File: config.mk
export PLATFORM = sky130hd
export DESIGN_NAME = bus_fault_status
export DESIGN_NICKNAME = d
export VERILOG_FILES = /design/src/rtl/bus_fault_pkg.sv /design/src/rtl/flag_if.sv /design/src/rtl/bus_fault_status.sv /design/src/rtl/flag_w1c.sv
export SDC_FILE = /design/constraint.sdc
export NUM_CORES = 1
export LEC_CHECK = 0
export BUFFER_PORTS_ARGS = -buffer_cell sky130_fd_sc_hd__buf_2
export CORE_ASPECT_RATIO = 0.5
export CORE_MARGIN = 2
export CORE_UTILIZATION = 46
export DETAILED_ROUTE_END_ITERATION = 10
export PLACE_DENSITY_LB_ADDON = 0.2
export SETUP_SLACK_MARGIN = 0.15
export SLEW_MARGIN = 20
export SYNTH_ARGS = -nofsm -noshare
export SYNTH_HDL_FRONTEND = slang
export SYNTH_SLANG_ARGS = --single-unit
File: constraint.sdc
create_clock -name mclk -period 3.6 [get_ports mclk]
set_input_delay 0.72 -clock mclk [delete_from_list [all_inputs] [get_ports mclk]]
set_output_delay 0.72 -clock mclk [all_outputs]
set_load 0.1 [all_outputs]
File: src/rtl/bus_fault_pkg.sv
package bus_fault_pkg;
    // Bit positions inside the configurable fault status word
    localparam int unsigned INSTRUCTION_BUS_ERROR_FLAG_BIT = 8;
    localparam int unsigned PRECISE_BIT = 9;
    localparam int unsigned IMPRECISE_BIT = 10;
    localparam int unsigned UNSTACK_BIT = 11;
    localparam int unsigned ADDR_VALID_BIT = 15;
    // The status byte carries bits 15:8 of the word
    localparam int unsigned STATUS_LSB = 8;
    localparam int unsigned STATUS_W = 8;
    // Flag slots in the flag cell array
    localparam int unsigned FLAG_COUNT = 5;
    localparam int unsigned SLOT_INSTRUCTION_BUS_ERROR_FLAG = 0;
    localparam int unsigned SLOT_PRECISE = 1;
    localparam int unsigned SLOT_IMPRECISE = 2;
    localparam int unsigned SLOT_UNSTACK = 3;
    localparam int unsigned SLOT_VALID = 4;
    // Values after reset
    localparam logic FLAG_RESET = 1'b0;
    localparam logic [31:0] ADDR_RESET = 32'h0000_0000;
    localparam logic [1:0] RST_SYNC_RESET = 2'h0;
endpackage

File: src/rtl/flag_if.sv
`timescale 1ns/1ps
// One sticky flag: a set event, a clear event and the held level
interface flag_if;
    logic setEv;
    logic clrEv;
    logic q;
    modport owner (input setEv, input clrEv, output q);
    modport user (output setEv, output clrEv, input q);
endinterface

File: src/rtl/bus_fault_status.sv
`timescale 1ns/1ps
module bus_fault_status
    import bus_fault_pkg::*;
#(
    parameter int unsigned ADDR_W = 32,
    parameter int unsigned PRIO_W = 8
) (
    input wire logic mclk,
    input wire logic resetn,
    input wire logic unstackFault,
    input wire logic impreciseErr,
    input wire logic preciseErr,
    input wire logic [ADDR_W-1:0] preciseAddr,
    input wire logic ibusPrefetchErr,
    input wire logic ibusIssue,
    input wire logic ibusFlush,
    input wire logic otherFaultAddr,
    input wire logic [PRIO_W-1:0] execPrio,
    input wire logic [PRIO_W-1:0] busFaultPrio,
    input wire logic swClrWr,
    input wire logic [STATUS_W-1:0] swClrData,
    output logic [STATUS_W-1:0] statusByte,
    output logic [ADDR_W-1:0] bus_fault_address_register_r,
    output logic impPending_r,
    output logic chainToHandler_r,
    output logic holdReturnStack_r,
    output logic contextSave_r
);
    logic [1:0] rstSync_r;
    logic rstn;
    logic higherNow;
    logic impTake;
    logic ibusSetNow;
    logic ibusFetchBad_r;
    logic ibusFetchBad_nxt;
    logic impPending_nxt;
    logic saveNow;
    logic [FLAG_COUNT-1:0] setVec;
    logic [FLAG_COUNT-1:0] clrVec;
    logic [FLAG_COUNT-1:0] qVec;

    // Reset released through two flops; assertion stays asynchronous
    always_ff @(posedge mclk or negedge resetn) begin
        if (!resetn) begin
            rstSync_r <= RST_SYNC_RESET;
        end else begin
            rstSync_r <= {rstSync_r[0], 1'b1};
        end
    end
    assign rstn = rstSync_r[1];

    // Lower number means higher priority, as usual for exception levels
    assign higherNow = execPrio < busFaultPrio;
    assign impTake = impPending_r & ~higherNow;
    assign impPending_nxt = impreciseErr | (impPending_r & ~impTake);
    assign ibusSetNow = ibusIssue & ibusFetchBad_r;
    // Prefetch error is remembered; a flush discards the fetched word
    assign ibusFetchBad_nxt = ibusPrefetchErr | (ibusFetchBad_r & ~ibusFlush & ~ibusIssue);
    // Unstacking fault chains without a save of its own
    assign saveNow = preciseErr | ibusSetNow | impTake;

    // Flag set events, one per slot
    assign setVec[SLOT_INSTRUCTION_BUS_ERROR_FLAG] = ibusSetNow;
    assign setVec[SLOT_PRECISE] = preciseErr;
    assign setVec[SLOT_IMPRECISE] = impreciseErr;
    assign setVec[SLOT_UNSTACK] = unstackFault;
    assign setVec[SLOT_VALID] = preciseErr;

    // Write-one-to-clear decode from the status byte image
    assign clrVec[SLOT_INSTRUCTION_BUS_ERROR_FLAG] = swClrWr & swClrData[INSTRUCTION_BUS_ERROR_FLAG_BIT-STATUS_LSB];
    assign clrVec[SLOT_PRECISE] = swClrWr & swClrData[PRECISE_BIT-STATUS_LSB];
    assign clrVec[SLOT_IMPRECISE] = swClrWr & swClrData[IMPRECISE_BIT-STATUS_LSB];
    assign clrVec[SLOT_UNSTACK] = swClrWr & swClrData[UNSTACK_BIT-STATUS_LSB];
    // Address valid also drops when another fault kind owns the address
    assign clrVec[SLOT_VALID] = (swClrWr & swClrData[ADDR_VALID_BIT-STATUS_LSB])
        | otherFaultAddr;

    // Independent sticky cells, so one set never touches another
    genvar g;
    generate
        for (g = 0; g < FLAG_COUNT; g++) begin : gFlag
            flag_if fi ();
            assign fi.setEv = setVec[g];
            assign fi.clrEv = clrVec[g];
            assign qVec[g] = fi.q;
            flag_w1c uCell (
                .clk(mclk),
                .rstn(rstn),
                .fl(fi)
            );
        end
    endgenerate

    // Status byte image; reserved bits and the stacking bit read zero
    assign statusByte = {qVec[SLOT_VALID], 3'h0, qVec[SLOT_UNSTACK],
        qVec[SLOT_IMPRECISE], qVec[SLOT_PRECISE], qVec[SLOT_INSTRUCTION_BUS_ERROR_FLAG]};

    // Fault address loads only from a precise error
    always_ff @(posedge mclk or negedge rstn) begin
        if (!rstn) begin
            bus_fault_address_register_r <= ADDR_RESET[ADDR_W-1:0];
        end else if (preciseErr) begin
            bus_fault_address_register_r <= preciseAddr;
        end
    end

    // Pending imprecise fault and instruction fetch tracking
    // Only one imprecise fault is held; a second one while pending merges into it
    always_ff @(posedge mclk or negedge rstn) begin
        if (!rstn) begin
            impPending_r <= 1'b0;
            ibusFetchBad_r <= 1'b0;
        end else begin
            impPending_r <= impPending_nxt;
            ibusFetchBad_r <= ibusFetchBad_nxt;
        end
    end

    // Handler entry controls; chaining keeps the old frame in place
    always_ff @(posedge mclk or negedge rstn) begin
        if (!rstn) begin
            chainToHandler_r <= 1'b0;
            holdReturnStack_r <= 1'b0;
            contextSave_r <= 1'b0;
        end else begin
            chainToHandler_r <= unstackFault;
            holdReturnStack_r <= unstackFault;
            contextSave_r <= saveNow;
        end
    end
endmodule

File: src/rtl/flag_w1c.sv
`timescale 1ns/1ps
module flag_w1c
    import bus_fault_pkg::*;
(
    input wire logic clk,
    input wire logic rstn,
    flag_if.owner fl
);
    logic q_r;
    logic q_nxt;

    // Set wins over a clear landing in the same cycle
    assign q_nxt = fl.setEv | (q_r & ~fl.clrEv);
    assign fl.q = q_r;

    // Sticky until cleared
    always_ff @(posedge clk or negedge rstn) begin
        if (!rstn) begin
            q_r <= FLAG_RESET;
        end else begin
            q_r <= q_nxt;
        end
    end
endmodule

==> metrics.txt <==
status=finished, final reports clean; combinational fraction of design power=37.2%; clock sink count=43; Total GRT Usage=14.77%; min-delay worst type=input port to async pin; most frequent cells in the layout=103 x buf_2, 42 x dfrtp_1, 32 x mux2_2; Setup crit end kind=primary output; area post-placement=2317 sq um; drc violations=0; Final Instance Area=2402 sq um; IR drop worst, VDD=0.0001777 V; CP arrival=1.09 ns; GPL Wtd Cong=0.6604; CTS H-tree depth=2; kind of critical path=flop to primary output; multi-input logic area=623.1 sq um; Mapped Area=1832 sq um; Crit path max-delay family=buffers and inverters; hold_ws=0.1981 ns; Reg clk slew, reported paths=0.08 ns; largest net degree at the start of global routing=42; Netlist cell types=22; CTS tree=yes; worst setup margin=1.792 ns; sw power=0.0005807 W; leading cell type in the layout, fill and taps excluded=buf_2; post-synth top area cell=dfrtp_1; fraction of layout cells with a size suffix above 1=63.36%; routed len/inst=11.48 um; Static Leakage=1.239 nW; setup tns final=0 ns; Post-DRT Antenna Nets=0; Vias per Instance=4.629; unrepaired setup endpoints after global routing=no; setup slack, reg-to-reg=2.68 ns; width of the die=93.24 um; critical path required time=2.88 ns; switching share of power=43.26%; drt total wl=3283 um; total setup buffers inserted after CTS=0; final hold violations=0; Seq/Total Area, Yosys=58.74%; Sequential Area=1077 sq um; Mean Syn Cell Area=13.88 sq um; Net count, final=304; fillcell total=298; synth warn=0; Int Pwr=0.0007615 W; antenna diode count=0; FF-to-FF End=bus_fault_address_register_r[21]; max-slew violations=0; worst reg2reg startpoint=rstSync_r[1]; crit-path cells=buf_2; Core Rows=16; r2r worst-path depth=0; number of CTS-inserted buffers=5; io pins=110; fin crit share=50.23%; Yosys top cell area share=58.74%; top post-synthesis cells by area=dfrtp_1 59%, mux2_2 20%, ha_1 4.8%; first-pass detailed-route iteration total=4; DIE AREA=4533 sq um; slowest cell delay on critical path=0.44 ns; initial drt markers=31; core area=3864 sq um; CP Launch Type=flop; slowest CP cell=buf_2; insertion delay to the later sink of the worst-skew pair=0.29 ns; clock network power share=21.4%; total global routing overflow=0; Die Height=48.62 um; antenna violations before repair=0; Reg power frac=41.4%; CP max FO=3; PortBufs=103; flops & latches, synth=43; slew margin rel.=43.48%; clk buf depth=2; Pwr Density=558.7 nW/um^2; fmax=0.5530 GHz; CTS root buffer=clkbuf_8; initial core utilization=47.41%; worst slew pin tran=0.8479 ns; hold buffers post-CTS=0; vias post-DR=1324; endpoints failing setup=0; HPWL Detailed=2549 um; max-cap violations=0; number of global-route vias before repair=1205; post-layout minimum cycle time=1.808 ns; Area Growth Syn to Fin=31.15%; post_cts resized=0; gate count of the mapped netlist=132; Worst Path Buf+Inv=1; pre-CTS WS=1.709 ns; Clock Skews=0.004298 ns; first-pass GRT wire length=5161 um
==> per-layer routing <==
| metal | track usage [%] | share of wire, % | vias up |
|---|---|---|---|
| met1 | 16.16 | 40 | 638 |
| met3 | 5.763 | 8.6 | 4 |
| li1 | - | - | 629 |
| met4 | 4.657 | 0.97 | 0 |
| met2 | 26.50 | 51 | 53 |
| met5 | 0 | 0 | - |
==> through the flow <==
stage                     utilization [%]   power, W  std cells
final                               62.18   0.001342        286
after floorplan                         -  0.0009841        134
after global routing                62.18   0.001405        286
after detailed placement            59.97   0.001068        278
after global placement              59.97   0.001061        278
after CTS                           62.18   0.001363        286
==> state kept, by name (all words and copies together) (netlist names) <==
register,flops
contextSave_r,1
gFlag.uCell.fl.q,5
rstSync_r,2
impPending_r,1
holdReturnStack_r,1
ibusFetchBad_r,1
bus_fault_address_register_r,32
==> worst max path at each step <==
| stage | to | slack [ns] | cells past startpoint | from |
|---|---|---|---|---|
| finish | impPending_r | 1.79 | 1 | impPending_r |
| global route | impPending_r | 1.74 | 1 | impPending_r |
| CTS | impPending_r | 1.77 | 1 | impPending_r |
| detailed placement | contextSave_r | 1.71 | 6 | execPrio[2] |
| global placement | contextSave_r | 1.70 | 6 | execPrio[2] |
| floorplan | holdReturnStack_r | 1.56 | 1 | holdReturnStack_r |
==> power by group through the flow <==
stage	combinational, W	clock [W]	sequential [W]
5_1_grt	0.000516	0.000326	0.000563
3_5_place_dp	0.000501	0	0.000567
2_1_floorplan	0.000132	0	0.000852
4_1_cts	0.000502	0.000304	0.000557
6_report	0.000499	0.000288	0.000556
3_3_place_gp	0.000497	0	0.000564
==> synthesized netlist by cell type, drive strengths merged <==
| library cell | instances |
|---|---|
| a211oi | 3 |
| a21o | 4 |
| a21oi | 1 |
| a22o | 1 |
| a31o | 1 |
| buf | 13 |
| conb | 2 |
| dfrtp | 43 |
| ha | 7 |
| inv | 9 |
| mux2 | 32 |
| nand2 | 6 |
| nand4 | 1 |
| nor2 | 3 |
| nor2b | 1 |
| nor3b | 1 |
| o21ai | 3 |
| or2 | 1 |
==> kinds of logic after synthesis <==
family	synth area share (%)
flip-flops	58.74
multiplexers	19.67
buffers and inverters	7.649
AO/OA/AOI/OAI	5.464
AND/OR/NAND/NOR	3.279
adder cells (fa/ha/maj)	4.781
other	0.4100
==> layout make-up <==
type                    count  share of cell area (%)
clock inverters             2                  0.5208
clock buffers               6                   3.021
well taps                  54                   2.813
multi-input cells          69                   25.94
flip-flops and latches     43                   44.84
repair buffers            103                   21.46
inverters                   9                   1.406
(Power assumes the default switching activity.)
